**src/include/asp_pkg.sv**
```systemverilog
// Functional notes
// [RULE1] The API receive side has a serial data input plus an active-low request line and an active-low clear line.
// [RULE2] The API transmit side has a serial data output, an active-low request driven by the device and an active-low clear driven by the companion.
// [RULE3] The API port runs at 115200 baud with level flow control on transmit and none required on receive.
// [RULE4] API packets are HDLC framed and every character has one stop bit and no parity.
// [RULE5] The receive request and clear lines are optional and the port works when they are unused.
// [RULE6] The device starts every outgoing packet by driving its request low before any data.
// [RULE7] The companion drives the transmit clear low when ready, or ties it low if always ready.
// [RULE8] Once clear is seen low while request is asserted, the whole packet is sent without further handshake pauses.
// [RULE9] After the last byte the request is released and held high for at least a configurable minimum before the next assertion.
// [RULE10] A companion driving the transmit clear releases it before packet end and waits the inter-packet gap before the next exchange.
// [RULE11] Both ports watch their lines continuously, idle in lowest power and return to it after a transfer.
// [RULE12] The console port is a two-wire 9600 baud link with one stop bit and no parity carrying command traffic.
// [RULE13] In doze the device keeps its state, detects serial activity and wakes quickly.
// [RULE14] The companion holds every unused handshake input at its inactive level.
// [RULE15] Each character is eight data bits, LSB first, after one low start bit.
// [RULE16] HDLC frames are delimited by 0x7E and inner flag or escape bytes are escaped with 0x7D.
package asp_pkg;
  localparam int CLK_HZ = 100000000;
  localparam int API_BAUD = 115200;
  localparam int CON_BAUD = 9600;
  localparam int API_DIV = CLK_HZ / API_BAUD;
  localparam int CON_DIV = CLK_HZ / CON_BAUD;
  localparam int DIV_W = 16;
  localparam int GAP_NS = 100000;
  localparam int GAP_CYC = (GAP_NS * (CLK_HZ / 1000000) + 999) / 1000;
  localparam int GAP_W = 16;
  localparam logic [7:0] HDLC_FLAG = 8'h7E;
  localparam logic [7:0] HDLC_ESC = 8'h7D;
  localparam logic [7:0] HDLC_XOR = 8'h20;
  localparam int IDLE_BITS = 12;
  typedef enum logic [2:0] {ASP_TX_IDLE, ASP_TX_REQ, ASP_TX_OPEN, ASP_TX_DATA,
                            ASP_TX_CLOSE, ASP_TX_GAP} asp_tx_state_t;
  typedef enum logic [1:0] {ASP_RX_HUNT, ASP_RX_BODY, ASP_RX_ESC} asp_rx_state_t;
endpackage

```
**src/core/asp_uart_tx.sv**
```systemverilog
`timescale 1ns/1ps
module asp_uart_tx (
  // Clock and reset
  input wire logic clk,
  input wire logic rst_n,
  // Baud setting
  input wire logic [15:0] div,
  // Byte in
  input wire logic start,
  input wire logic [7:0] data,
  output logic busy_ff,
  // Line
  output logic line_ff
);
  logic [15:0] cnt_ff;
  logic [3:0] bit_ff;
  logic [9:0] sh_ff;

  always_ff @(posedge clk) begin
    if (!rst_n) begin
      busy_ff <= 1'b0;
      line_ff <= 1'b1;
      cnt_ff <= 16'h0000;
      bit_ff <= 4'h0;
      sh_ff <= 10'h3FF;
    end else if (!busy_ff) begin
      line_ff <= 1'b1;
      if (start) begin
        // Stop, data LSB first, start
        sh_ff <= {1'b1, data, 1'b0}; // [RULE15] [RULE4]
        busy_ff <= 1'b1;
        cnt_ff <= 16'h0000;
        bit_ff <= 4'h0;
      end
    end else begin
      line_ff <= sh_ff[0];
      if (cnt_ff == div - 16'h0001) begin
        cnt_ff <= 16'h0000;
        sh_ff <= {1'b1, sh_ff[9:1]};
        if (bit_ff == 4'h9) begin
          busy_ff <= 1'b0;
        end
        bit_ff <= bit_ff + 4'h1;
      end else begin
        cnt_ff <= cnt_ff + 16'h0001;
      end
    end
  end
endmodule

```
**src/core/asp_uart_rx.sv**
```systemverilog
`timescale 1ns/1ps
module asp_uart_rx (
  // Clock and reset
  input wire logic clk,
  input wire logic rst_n,
  // Baud setting
  input wire logic [15:0] div,
  // Synchronised line
  input wire logic line,
  // Byte out
  output logic valid_ff,
  output logic [7:0] data_ff,
  output logic active_ff
);
  logic [15:0] cnt_ff;
  logic [3:0] bit_ff;
  logic [7:0] sh_ff;

  always_ff @(posedge clk) begin
    if (!rst_n) begin
      valid_ff <= 1'b0;
      data_ff <= 8'h00;
      active_ff <= 1'b0;
      cnt_ff <= 16'h0000;
      bit_ff <= 4'h0;
      sh_ff <= 8'h00;
    end else begin
      valid_ff <= 1'b0;
      if (!active_ff) begin
        // Idle until a falling start edge wakes the receiver
        if (!line) begin // [RULE11]
          active_ff <= 1'b1;
          cnt_ff <= {1'b0, div[15:1]};
          bit_ff <= 4'h0;
        end
      end else if (cnt_ff == 16'h0000) begin
        cnt_ff <= div - 16'h0001;
        bit_ff <= bit_ff + 4'h1;
        if (bit_ff == 4'h0 && line) begin
          active_ff <= 1'b0;
        end else if (bit_ff >= 4'h1 && bit_ff <= 4'h8) begin
          sh_ff <= {line, sh_ff[7:1]}; // [RULE15]
        end else if (bit_ff == 4'h9) begin
          // Bad stop bit drops the byte; no parity is checked
          active_ff <= 1'b0;
          if (line) begin // [RULE4] [RULE12]
            valid_ff <= 1'b1;
            data_ff <= sh_ff;
          end
        end
      end else begin
        cnt_ff <= cnt_ff - 16'h0001;
      end
    end
  end
endmodule

```
**src/core/asp_serial_port.sv**
```systemverilog
`timescale 1ns/1ps
module asp_serial_port (
  // Clock and reset
  input wire logic clk,
  input wire logic rst_n,
  // Minimum request-high time after a packet, in cycles
  input wire logic [15:0] min_gap_cycles,
  // API transmit packet stream from device core
  input wire logic tx_valid,
  input wire logic [7:0] tx_byte,
  input wire logic tx_last,
  output logic tx_ready_ff,
  // API receive packet stream to device core
  output logic rx_valid_ff,
  output logic [7:0] rx_byte_ff,
  output logic rx_end_ff,
  // API pins
  input wire logic api_serial_in,
  input wire logic api_in_request_low,
  output logic api_in_grant_low_ff,
  output logic api_serial_out_ff,
  output logic api_out_request_low_ff,
  input wire logic api_out_grant_low,
  // Console pins and byte streams
  input wire logic console_serial_in,
  output logic console_serial_out_ff,
  input wire logic con_tx_valid,
  input wire logic [7:0] con_tx_byte,
  output logic con_tx_ready_ff,
  output logic con_rx_valid_ff,
  output logic [7:0] con_rx_byte_ff,
  // Power state
  output logic doze_ff
);
  asp_pkg::asp_tx_state_t st_ff;
  asp_pkg::asp_rx_state_t rst_ff;
  logic [1:0] s_rx_ff, s_rreq_ff, s_grant_ff, s_con_ff;
  logic [15:0] gap_ff;
  logic [7:0] hold_ff;
  logic hold_last_ff, hold_esc_ff, hold_full_ff;
  logic utx_start, utx_busy, utx_line, utx_busy_d_ff;
  logic [7:0] utx_data;
  logic urx_valid, urx_active;
  logic [7:0] urx_data;
  logic ctx_busy, ctx_line, ctx_busy_d_ff, ctx_start;
  logic crx_valid, crx_active;
  logic [7:0] crx_data;
  logic [15:0] idle_ff;
  logic any_act;

  function automatic logic needs_esc(input logic [7:0] b);
    needs_esc = (b == asp_pkg::HDLC_FLAG) || (b == asp_pkg::HDLC_ESC); // [RULE16]
  endfunction

  // Pin synchronisers
  always_ff @(posedge clk) begin
    if (!rst_n) begin
      s_rx_ff <= 2'b11;
      s_rreq_ff <= 2'b11;
      s_grant_ff <= 2'b11;
      s_con_ff <= 2'b11;
    end else begin
      s_rx_ff <= {s_rx_ff[0], api_serial_in};
      s_rreq_ff <= {s_rreq_ff[0], api_in_request_low}; // [RULE1]
      s_grant_ff <= {s_grant_ff[0], api_out_grant_low}; // [RULE2]
      s_con_ff <= {s_con_ff[0], console_serial_in};
    end
  end

  asp_uart_tx u_api_tx (
    .clk(clk),
    .rst_n(rst_n),
    .div(16'(asp_pkg::API_DIV)), // [RULE3]
    .start(utx_start),
    .data(utx_data),
    .busy_ff(utx_busy),
    .line_ff(utx_line)
  );

  asp_uart_rx u_api_rx (
    .clk(clk),
    .rst_n(rst_n),
    .div(16'(asp_pkg::API_DIV)),
    .line(s_rx_ff[1]),
    .valid_ff(urx_valid),
    .data_ff(urx_data),
    .active_ff(urx_active)
  );

  asp_uart_tx u_con_tx (
    .clk(clk),
    .rst_n(rst_n),
    .div(16'(asp_pkg::CON_DIV)), // [RULE12]
    .start(ctx_start),
    .data(con_tx_byte),
    .busy_ff(ctx_busy),
    .line_ff(ctx_line)
  );

  asp_uart_rx u_con_rx (
    .clk(clk),
    .rst_n(rst_n),
    .div(16'(asp_pkg::CON_DIV)),
    .line(s_con_ff[1]),
    .valid_ff(crx_valid),
    .data_ff(crx_data),
    .active_ff(crx_active)
  );

  // The UART busy flag rises one cycle after start; the delayed copy bridges that gap
  always_ff @(posedge clk) begin
    if (!rst_n) begin
      utx_busy_d_ff <= 1'b0;
      ctx_busy_d_ff <= 1'b0;
    end else begin
      utx_busy_d_ff <= utx_start;
      ctx_busy_d_ff <= ctx_start;
    end
  end

  wire utx_free = !utx_busy && !utx_busy_d_ff;
  wire load = tx_valid && tx_ready_ff;

  // Transmit byte selection for the current state
  always_comb begin
    utx_start = 1'b0;
    utx_data = asp_pkg::HDLC_FLAG;
    if (utx_free) begin
      case (st_ff)
        asp_pkg::ASP_TX_OPEN: begin
          utx_start = 1'b1;
        end
        asp_pkg::ASP_TX_DATA: begin
          if (hold_full_ff) begin
            utx_start = 1'b1;
            if (needs_esc(hold_ff) && !hold_esc_ff) begin
              utx_data = asp_pkg::HDLC_ESC; // [RULE16]
            end else if (hold_esc_ff) begin
              utx_data = hold_ff ^ asp_pkg::HDLC_XOR;
            end else begin
              utx_data = hold_ff;
            end
          end
        end
        asp_pkg::ASP_TX_CLOSE: begin
          utx_start = 1'b1;
        end
        default: begin
          utx_start = 1'b0;
        end
      endcase
    end
  end

  // API transmit packet sequencer
  always_ff @(posedge clk) begin
    if (!rst_n) begin
      st_ff <= asp_pkg::ASP_TX_IDLE;
      api_out_request_low_ff <= 1'b1;
      gap_ff <= 16'h0000;
      tx_ready_ff <= 1'b0;
      hold_ff <= 8'h00;
      hold_last_ff <= 1'b0;
      hold_esc_ff <= 1'b0;
      hold_full_ff <= 1'b0;
    end else begin
      case (st_ff)
        asp_pkg::ASP_TX_IDLE: begin
          if (tx_valid) begin
            api_out_request_low_ff <= 1'b0; // [RULE6]
            st_ff <= asp_pkg::ASP_TX_REQ;
          end
        end
        asp_pkg::ASP_TX_REQ: begin
          // A tied-low grant starts immediately
          if (!s_grant_ff[1]) begin // [RULE7] [RULE8]
            st_ff <= asp_pkg::ASP_TX_OPEN;
          end
        end
        asp_pkg::ASP_TX_OPEN: begin
          if (utx_start) begin
            st_ff <= asp_pkg::ASP_TX_DATA;
            tx_ready_ff <= 1'b1;
          end
        end
        asp_pkg::ASP_TX_DATA: begin
          // Grant is no longer looked at: the companion may drop it mid-packet
          if (load) begin // [RULE8] [RULE10]
            hold_ff <= tx_byte;
            hold_last_ff <= tx_last;
            hold_full_ff <= 1'b1;
            hold_esc_ff <= 1'b0;
            tx_ready_ff <= 1'b0;
          end else if (utx_start) begin
            if (needs_esc(hold_ff) && !hold_esc_ff) begin
              hold_esc_ff <= 1'b1;
            end else begin
              hold_full_ff <= 1'b0;
              hold_esc_ff <= 1'b0;
              if (hold_last_ff) begin
                st_ff <= asp_pkg::ASP_TX_CLOSE;
              end else begin
                tx_ready_ff <= 1'b1;
              end
            end
          end
        end
        asp_pkg::ASP_TX_CLOSE: begin
          if (utx_start) begin
            st_ff <= asp_pkg::ASP_TX_GAP;
          end
        end
        asp_pkg::ASP_TX_GAP: begin
          // Release only after the closing flag leaves the wire
          if (api_out_request_low_ff && utx_free) begin
            if (gap_ff + 16'h0001 >= min_gap_cycles) begin // [RULE9]
              st_ff <= asp_pkg::ASP_TX_IDLE;
            end
            gap_ff <= gap_ff + 16'h0001;
          end else if (utx_free) begin
            api_out_request_low_ff <= 1'b1; // [RULE9]
            gap_ff <= 16'h0000;
          end
        end
        default: begin
          st_ff <= asp_pkg::ASP_TX_IDLE;
        end
      endcase
    end
  end

  always_ff @(posedge clk) begin
    if (!rst_n) begin
      api_serial_out_ff <= 1'b1;
      console_serial_out_ff <= 1'b1;
      api_in_grant_low_ff <= 1'b1;
    end else begin
      api_serial_out_ff <= utx_line;
      console_serial_out_ff <= ctx_line; // [RULE12]
      // Receive always accepts; grant just mirrors the optional request
      api_in_grant_low_ff <= s_rreq_ff[1]; // [RULE5] [RULE3]
    end
  end

  // HDLC receive deframer
  always_ff @(posedge clk) begin
    if (!rst_n) begin
      rst_ff <= asp_pkg::ASP_RX_HUNT;
      rx_valid_ff <= 1'b0;
      rx_byte_ff <= 8'h00;
      rx_end_ff <= 1'b0;
    end else begin
      rx_valid_ff <= 1'b0;
      rx_end_ff <= 1'b0;
      if (urx_valid) begin
        if (urx_data == asp_pkg::HDLC_FLAG) begin // [RULE4] [RULE16]
          rx_end_ff <= (rst_ff != asp_pkg::ASP_RX_HUNT);
          rst_ff <= asp_pkg::ASP_RX_BODY;
        end else if (rst_ff == asp_pkg::ASP_RX_ESC) begin
          rx_valid_ff <= 1'b1;
          rx_byte_ff <= urx_data ^ asp_pkg::HDLC_XOR;
          rst_ff <= asp_pkg::ASP_RX_BODY;
        end else if (urx_data == asp_pkg::HDLC_ESC) begin
          rst_ff <= (rst_ff == asp_pkg::ASP_RX_HUNT) ? asp_pkg::ASP_RX_HUNT
                                                      : asp_pkg::ASP_RX_ESC;
        end else if (rst_ff == asp_pkg::ASP_RX_BODY) begin
          rx_valid_ff <= 1'b1;
          rx_byte_ff <= urx_data;
        end
      end
    end
  end

  // Console byte streams
  assign ctx_start = con_tx_valid && con_tx_ready_ff;
  always_ff @(posedge clk) begin
    if (!rst_n) begin
      con_tx_ready_ff <= 1'b0;
      con_rx_valid_ff <= 1'b0;
      con_rx_byte_ff <= 8'h00;
    end else begin
      con_tx_ready_ff <= !ctx_busy && !ctx_busy_d_ff && !ctx_start;
      con_rx_valid_ff <= crx_valid;
      if (crx_valid) begin
        con_rx_byte_ff <= crx_data;
      end
    end
  end

  // Doze tracker: activity on any input line except the transmit grant wakes at once, state is never cleared by doze
  assign any_act = urx_active || crx_active || !s_rx_ff[1] || !s_con_ff[1] ||
                   !s_rreq_ff[1] || (st_ff != asp_pkg::ASP_TX_IDLE) || tx_valid ||
                   con_tx_valid || ctx_busy;
  always_ff @(posedge clk) begin
    if (!rst_n) begin
      idle_ff <= 16'h0000;
      doze_ff <= 1'b1;
    end else if (any_act) begin
      idle_ff <= 16'h0000;
      doze_ff <= 1'b0; // [RULE13] [RULE11]
    end else if (idle_ff == 16'(asp_pkg::API_DIV * asp_pkg::IDLE_BITS)) begin
      doze_ff <= 1'b1; // [RULE11]
    end else begin
      idle_ff <= idle_ff + 16'h0001;
    end
  end
endmodule

```
**config.mk**
```make
export PLATFORM = sky130hd
export DESIGN_NAME = asp_serial_port
export DESIGN_NICKNAME = d
export VERILOG_FILES = /design/src/include/asp_pkg.sv /design/src/core/asp_uart_tx.sv /design/src/core/asp_uart_rx.sv /design/src/core/asp_serial_port.sv
export SDC_FILE = /design/constraint.sdc
export NUM_CORES = 1
export LEC_CHECK = 0
export ABC_AREA = 0
export BUFFER_PORTS_ARGS = -buffer_cell sky130_fd_sc_hd__clkbuf_2
export CAP_MARGIN = 20
export CORE_ASPECT_RATIO = 1.5
export CORE_MARGIN = 10
export CORE_UTILIZATION = 40
export DETAILED_ROUTE_END_ITERATION = 16
export GPL_ROUTABILITY_DRIVEN = 1
export GPL_TIMING_DRIVEN = 0
export PLACE_DENSITY_LB_ADDON = 0.2
export SYNTH_ARGS = -nofsm -noshare
export SYNTH_HDL_FRONTEND = slang
export SYNTH_SLANG_ARGS = --single-unit
```
**constraint.sdc**
```tcl
create_clock -name clk -period 3.9 [get_ports clk]
set_clock_uncertainty 0.05 [all_clocks]
set_input_delay 0.39 -clock clk [delete_from_list [all_inputs] [get_ports clk]]
set_output_delay 0.39 -clock clk [all_outputs]
set_load 0.01 [all_outputs]
```
==> flow_summary.toml, run 1 <==
[route]
drc = 0
drt-total-wl_um = 27100
top_layer = "met4"
drt-met1-wl_um = 11200
final_antenna_net_count = 0
wl_per_cell_um = 15.8
drt-initial-drc-count = 411
met3_length_um = 886
wl_met2_um = 14300
vias = 9305
vias_per_cell = 5.43
drtPass1Iterations = 5

[die]
rows = 72
coreArea_um2 = 25900
die_w_um = 153
die_h_um = 219
die-area_um2 = 33500
initial_core_util_pct = 40.8
io_pins = 67

[sta]
worstMarginPinSlew_ps = 1050
setup_viol = 0
period_share_pct = 90.5
slew_headroom_pct = 29.6
fin_crit_ps = 3530
drv_slew = 0
setup-tns-final_ps = 0
fmax_mhz = 283
hold_viol_final = 0
rsz0062_at_grt = "false"

[placed_design]
gp_congestion = 0.855
portBuffers = 65
dp_hpwl_um = 20000
dpl.cell_count = 1670
place_area_um2 = 11300

[synthesis]
synthCells = 1270
syn_avg_cell_area_um2 = 8.34
ys.flop_type = "dfxtp_1"
synth_common_cells = "dfxtp_1 (222), nor2_1 (169), nand2_1 (118)"
synth_seq_cells = 222
syn_area_um2 = 10600
yosys.area.top_type = "dfxtp_1"
yosysTopAreaCellShare_pct = 42.0
synth.most_common_cell = "dfxtp_1"
ys_warn_count = 0
ys_top_cells_by_area = "dfxtp_1 (42%), mux2i_1 (6.3%), nor2_1 (6.0%), ha_1 (4.5%), nand2_1 (4.2%)"
synth_edf_count = 0
synthArstFlopShare_pct = 0
ys_seq_area_share_pct = 42.0
synth_nets = 1349
synth_cell_types = 68

[layout]
final_cell_area_um2 = 12200
diodes = 0
fin_cells = 1714
final_nets = 1443
final_core_util_pct = 47.0
multi_input_area_um2 = 5730
drive_above_1_share_pct = 9.85
fillers = 2594
area_growth_pct = 15.1
seq_area_um2 = 4440

[clock_tree]
cts_root_buffer = "clkbuf_16"
clk_pin_slew_ps = 60
cts_resized = 0
clk-insertion-delay-late_ps = 520
cts_tree = "built"
cts_buffers = 24
htree_levels = 1
cts.sinks = 222
cts_buffer_depth = 3

[setup_path]
cp_max_fo = 6
start_kind = "flop"
critical_path_class = "reg2reg"
setup.worst_path.end_class = "flop"
r2r_slack_ps = 370
reg2reg_depth = 12
cp_data_arrival_time_ps = 3930
cp.required_ps = 4300

[global_route]
antenna_found_initial = 0
grt_pass1_wl_um = 44900
grt_max_degree = 14
grt_usage_pct = 15.6
overflow = 0
first_global_vias = 9088

[run_status]
status = "complete, no violations"

[run]
maxCapViolations = 0

[min_path]
hold_class = "in2reg"
hold_depth = 2

[pwr]
power.leakage_nw = 4.68
pwr_density_cell_nw_per_um2 = 477
vdd_drop_max_v = 0.000328
power_mw = 5.81
[final cells by class]
cell class	count	area share [%]
Multi-Input combinational cell	941	47.0
Sequential cell	222	36.4
Clock buffer	34	5.82
Tap cell	333	3.42
Timing Repair Buffer	68	2.85
Buffer	60	1.98
Inverter	47	1.45
Clock inverter	9	1.04
[worst paths after layout]
path / start / to
worst max register to register: gap_ff[0] / st_ff[1]
worst max-delay path: gap_ff[0] / st_ff[1]
worst min register to register: ctx_busy_d_ff / con_tx_ready_ff
worst min-delay path: api_in_request_low / s_rreq_ff[0]
[cell usage in the layout, fill, tap and decap left out, types with 20 or more instances in the layout]
cell       synthesis  routed
mux2i_1           67      67
xnor2_1           20      20
nor4_1            21      21
dfxtp_1          222     222
nand2_1          118     118
nor3_1            40      40
inv_1             46      46
a21oi_1           84      84
nand2b_1          26      26
ha_1              38      38
o21ai_0           75      75
nand4_1           20      20
nor2_1           169     169
clkbuf_16          0      25
clkbuf_1          52      56
clkbuf_2           0      65
nand3_1           48      48
[layer usage]
metal	track usage, %	vias to the layer above
li1	-	4682
met3	2.23	42
met5	0	-
met4	5.32	0
met2	30.4	146
met1	16.8	4435
[worst max-delay path, cell delays in order (launching register included)]
cell and delay, ps:
dfxtp_1 410, ha_1 270, and3_1 170, clkbuf_1 250, and3_1 200, clkbuf_1 210, nand3_1 120, xnor2_1 160
ha_1 300, nand4_1 150, o41ai_1 830, nand3_1 150, a31oi_1 190
[kinds of logic (layout without fill, tap and decap cells)]
| group | Yosys count | in the layout | synth area share (%) |
|---|---|---|---|
| and+or+nand+nor | 535 | 535 | 24.7 |
| AOI/OAI and AO/OA | 258 | 258 | 14.9 |
| muxes | 71 | 71 | 6.76 |
| adders and majority gates | 38 | 38 | 4.49 |
| buffers and inverters | 107 | 218 | 3.94 |
| xor gates and xnor gates | 39 | 39 | 3.22 |
| DFF | 222 | 222 | 42.0 |
[metrics by stage]
step	worst slack, ps	hold slack (ps)
floorplan	1080	318
global placement	404	322
detailed placement	405	324
CTS	389	1.54
global route	57.7	7.41
finish	369	12.2
[report_power, final]
| part | internal, mW | switching [mW] | total [mW] |
|---|---|---|---|
| Clock | 1.46 | 0.942 | 2.41 |
| Sequential | 2.38 | 0.0859 | 2.46 |
| Combinational | 0.319 | 0.625 | 0.945 |
[registers in the layout (all words and copies together) (netlist names), 9 cells and up]
name	count
u_con_rx.cnt_ff	16
u_api_tx.cnt_ff	16
u_con_tx.cnt_ff	16
u_api_rx.cnt_ff	16
gap_ff	16
u_con_tx.sh_ff	9
idle_ff	16
u_api_tx.sh_ff	9
[repair_timing]
action,CTS,global route
hold buffers,1,0
endpoints found under the hold margin,1,0
buffers inserted,0,0
Note: power is estimated with default switching activity, not from simulation.
==> inputs of run 2 (changes only) <==
--- a/config.mk
+++ b/config.mk
@@ -8,6 +8,8 @@
 export ABC_AREA = 0
 export BUFFER_PORTS_ARGS = -buffer_cell sky130_fd_sc_hd__clkbuf_2
 export CAP_MARGIN = 20
+export CELL_PAD_IN_SITES_DETAIL_PLACEMENT = 0
+export CELL_PAD_IN_SITES_GLOBAL_PLACEMENT = 1
 export CORE_ASPECT_RATIO = 1.5
 export CORE_MARGIN = 10
 export CORE_UTILIZATION = 40
==> flow_summary.toml, run 2 (same netlist as run 1, synthesis figures left out) <==
[clock_tree]
htree_levels = 1
clk-insertion-delay-late_ps = 520
cts_root_buffer = "clkbuf_16"
cts_buffers = 24
cts_buffer_depth = 3
clk_pin_slew_ps = 60
cts_tree = "built"
cts.sinks = 222

[setup_path]
cp_data_arrival_time_ps = 3880
start_kind = "flop"
cp_num_buf_inv = 2
critical_path_class = "reg2reg"
critPathMaxStageDelay_ps = 760
reg2reg_depth = 12
cp.depth = 12
cp_max_fo = 6
cpMaxStageDelayCell = "o41ai_1"
path_delay_family = "compound AO/OA/AOI/OAI gates"
crit_chain = "ha_1, and3_1, clkbuf_1, and3_1, clkbuf_1, nand3_1, xnor2_1, ha_1, nand4_1, o41ai_1, nand3_1, a31oi_1"
cp.required_ps = 4290
setup.worst_path.end_class = "flop"

[run]
maxCapViolations = 0

[global_route]
grt_usage_pct = 15.9
first_global_vias = 9055
antenna_found_initial = 0
overflow = 0
grt_pass1_wl_um = 45200
grt_max_degree = 16

[die]
die-area_um2 = 33500
coreArea_um2 = 25900
initial_core_util_pct = 40.8
rows = 72
die_h_um = 219
io_pins = 67
die_w_um = 153

[sta]
rsz0062_at_grt = "false"
setup-tns-final_ps = 0
drv_slew = 0
fmax_mhz = 287
period_share_pct = 89.5
fin_crit_ps = 3490
setup_viol = 0
hold_viol_final = 0
hold_ws_ps = 18.5
slew_headroom_pct = 29.8
worstMarginPinSlew_ps = 1040

[layout]
diodes = 0
layout.cells.most_common = "dfxtp_1"
final_nets = 1444
drive_above_1_share_pct = 10.1
area_growth_pct = 15.6
most-common-layout-cells = "dfxtp_1 (222), nor2_1 (169), nand2_1 (118)"

[route]
drt-initial-drc-count = 460
vias = 9237
vias_per_cell = 5.38
drt-total-wl_um = 27600
final_antenna_net_count = 0
drc = 0
wl_per_cell_um = 16.1
drtPass1Iterations = 5

[pwr]
pwr_density_cell_nw_per_um2 = 480
power.leakage_nw = 4.69
vdd_drop_max_v = 0.000511

[placed_design]
dp_hpwl_um = 20300
portBuffers = 65
gp_congestion = 0.832

[min_path]
hold_depth = 2
hold_class = "in2reg"

[run_status]
status = "complete, no violations"
run 2: changes by cell type in the layout (fill, tap and decap cells not counted), sizes merged:
cell           delta
inv               -1
clkinvlp          +4
clkbuf            -4
buf               -1
bufinv            +1
clkinv            +1
clkdlybuf4s18     +1
dlygate4sd3       +1
run 2: repair_timing:
action,CTS,global route
buffers inserted,0,0
hold buffers,2,0
gates resized for setup,0,0
endpoints found under the hold margin,2,0
run 2: power breakdown:
group | switching [mW] | internal (mW)
combinational | 0.633 | 0.321
clock | 0.965 | 1.50
sequential | 0.0843 | 2.38
run 2: per-layer routing:
layer  vias up  GRT usage [%]  share of wire, %
met5         -              0                 0
met4         0           5.70               2.6
met3        47           2.68               3.4
met2       147           30.2                52
met1      4363           17.2                41
li1       4680              -                 -
run 2: area by class of cell:
class / count / area [µm²]
well taps: 333 / 417
fillers: 2635 / 13700
flip-flops and latches: 222 / 4440
clock buffers: 30 / 674
repair buffers: 69 / 363
inverters: 47 / 176
plain buffers: 60 / 241
clock inverters: 14 / 194
multi-input cells: 941 / 5730
run 2: final timing paths:
check	endpoint	from	slack (ps)
worst min-delay path	s_rreq_ff[0]	api_in_request_low	20
worst max register to register	st_ff[1]	gap_ff[0]	410
worst max-delay path	st_ff[1]	gap_ff[0]	410
worst min register to register	con_tx_ready_ff	ctx_busy_d_ff	330
run 2: per-stage QoR:
| step | std cells | worst slack, ps | instance area, µm² | util (%) | power, mW |
|---|---|---|---|---|---|
| after floorplan | 1270 | 1080 | 10600 | - | 3.17 |
| final | 1716 | 410 | 12200 | 47.2 | 5.88 |
| after CTS | 1715 | 367 | 12200 | 47.2 | 5.95 |
| after detailed placement | 1669 | 425 | 11300 | 43.7 | 3.47 |
| after global placement | 1668 | 389 | 11300 | 43.7 | 3.46 |
| after global routing | 1716 | 173 | 12200 | 47.2 | 6.16 |
==> inputs of run 3 (changes only) <==
--- a/config.mk
+++ b/config.mk
@@ -12,7 +12,7 @@
 export CELL_PAD_IN_SITES_GLOBAL_PLACEMENT = 1
 export CORE_ASPECT_RATIO = 1.5
 export CORE_MARGIN = 10
-export CORE_UTILIZATION = 40
+export CORE_UTILIZATION = 46
 export DETAILED_ROUTE_END_ITERATION = 16
 export GPL_ROUTABILITY_DRIVEN = 1
 export GPL_TIMING_DRIVEN = 0
==> flow_summary.toml, run 3 (same netlist as run 1, synthesis figures left out) <==
[die]
rows = 68
die-area_um2 = 29600
initial_core_util_pct = 46.3
die_h_um = 206
die_w_um = 144
io_pins = 67
coreArea_um2 = 22900

[clock_tree]
cts.sinks = 222
clk_pin_slew_ps = 60
cts_buffers = 24
cts_buffer_depth = 3
htree_levels = 1
postCtsHoldBufs = 3
post_cts_buffers = 0
cts_resized = 0
cts_tree = "built"
clk-insertion-delay-late_ps = 540
cts_root_buffer = "clkbuf_16"

[setup_path]
worstReg2RegEnd = "st_ff[1]"
crit_end = "st_ff[1]"
cp_max_fo = 6
critical_path_class = "reg2reg"
r2r_start = "gap_ff[0]"
r2r_slack_ps = 350
setup.worst_path.end_class = "flop"
reg2reg_depth = 12
cp_data_arrival_time_ps = 3940
crit_start = "gap_ff[0]"
start_kind = "flop"
cp.required_ps = 4290

[sta]
hold_viol_final = 0
rsz0062_at_grt = "false"
slew_headroom_pct = 28.2
worstMarginPinSlew_ps = 1060
setup-tns-final_ps = 0
fmax_mhz = 282
setup_viol = 0
drv_slew = 0
fin_crit_ps = 3550
period_share_pct = 91.0

[pwr]
vdd_drop_max_v = 0.000305
pwr_density_cell_nw_per_um2 = 470
power.leakage_nw = 4.66
power_mw = 5.68

[placed_design]
portBuffers = 65
gp_congestion = 0.857
dpl.cell_count = 1616
dp_hpwl_um = 19500

[route]
drt-total-wl_um = 26800
drtPass1Iterations = 4
vias_per_cell = 5.49
drc = 0
vias = 9113
wl_per_cell_um = 16.2
final_antenna_net_count = 0
drt-initial-drc-count = 383

[global_route]
antenna_found_initial = 0
first_global_vias = 8903
grt_usage_pct = 18.1
grt_max_degree = 15
overflow = 0
grt_pass1_wl_um = 44300

[layout]
fillers = 2287
layout.cells.most_common = "dfxtp_1"
seq_area_um2 = 4440
most-common-layout-cells = "dfxtp_1 (222), nor2_1 (169), nand2_1 (118)"
final_nets = 1444
fin_cells = 1659
multi_input_area_um2 = 5730
area_growth_pct = 14.1
drive_above_1_share_pct = 9.79
diodes = 0

[min_path]
hold_class = "in2reg"

[run]
maxCapViolations = 0

[run_status]
status = "complete, no violations"
==> run 3: cell types whose count changed in the layout (fill, tap and decap cells not counted), moves of 2 or more <==
cell / before / now
bufinv_16: 4 / 2
clkinv_4: 3 / 0
clkinv_2: 2 / 6
clkinvlp_4: 5 / 2
==> run 3: through the flow <==
stage                     util [%]  hold WS, ps  area (µm²)  worst slack (ps)
after CTS                     52.8         29.9       12100               342
after global placement        49.2          322       11300               385
after detailed placement      49.3          328       11300               372
after floorplan                  -          318       10600              1080
after global routing          52.8         32.9       12100              75.4
final                         52.8         33.4       12100               351
==> run 3: cell type report <==
cell class	instances	area share [%]
repair buffers	69	2.98
inverters	47	1.46
clock inverters	11	1.00
well taps	280	2.90
flip-flops and latches	222	36.8
plain buffers	60	2.00
clock buffers	29	5.46
multi-input cells	941	47.4
==> run 3: report_power, final <==
part,total [mW],switching [mW],internal [mW]
Sequential,2.46,0.0848,2.38
Clock,2.27,0.943,1.33
Combinational,0.946,0.625,0.321
Total,5.68,1.65,4.03
==> run 3: worst max-delay path: stages (launching register included) <==
cell and delay [ps]:
dfxtp_1 400, ha_1 270, and3_1 170, clkbuf_1 230, and3_1 200, clkbuf_1 220, nand3_1 130, xnor2_1 160
ha_1 300, nand4_1 140, o41ai_1 860, nand3_1 160, a31oi_1 190
==> run 3: worst min-delay path by stage <==
stage | startpoint | end | slack (ps) | cells past startpoint
floorplan | ctx_busy_d_ff | con_tx_ready_ff | 320 | 1
global placement | ctx_busy_d_ff | con_tx_ready_ff | 320 | 1
detailed placement | ctx_busy_d_ff | con_tx_ready_ff | 330 | 1
CTS | console_serial_in | s_con_ff[0] | 30 | 2
global route | console_serial_in | s_con_ff[0] | 30 | 2
finish | console_serial_in | s_con_ff[0] | 30 | 2
==> run 3: per-layer routing <==
layer / share of wire (%) / GRT usage [%] / up-vias
met5: 0 / 0 / -
met3: 3.3 / 2.39 / 37
met4: 2.6 / 5.82 / 0
li1: - / - / 4680
met1: 42 / 20.9 / 4264
met2: 52 / 33.4 / 132
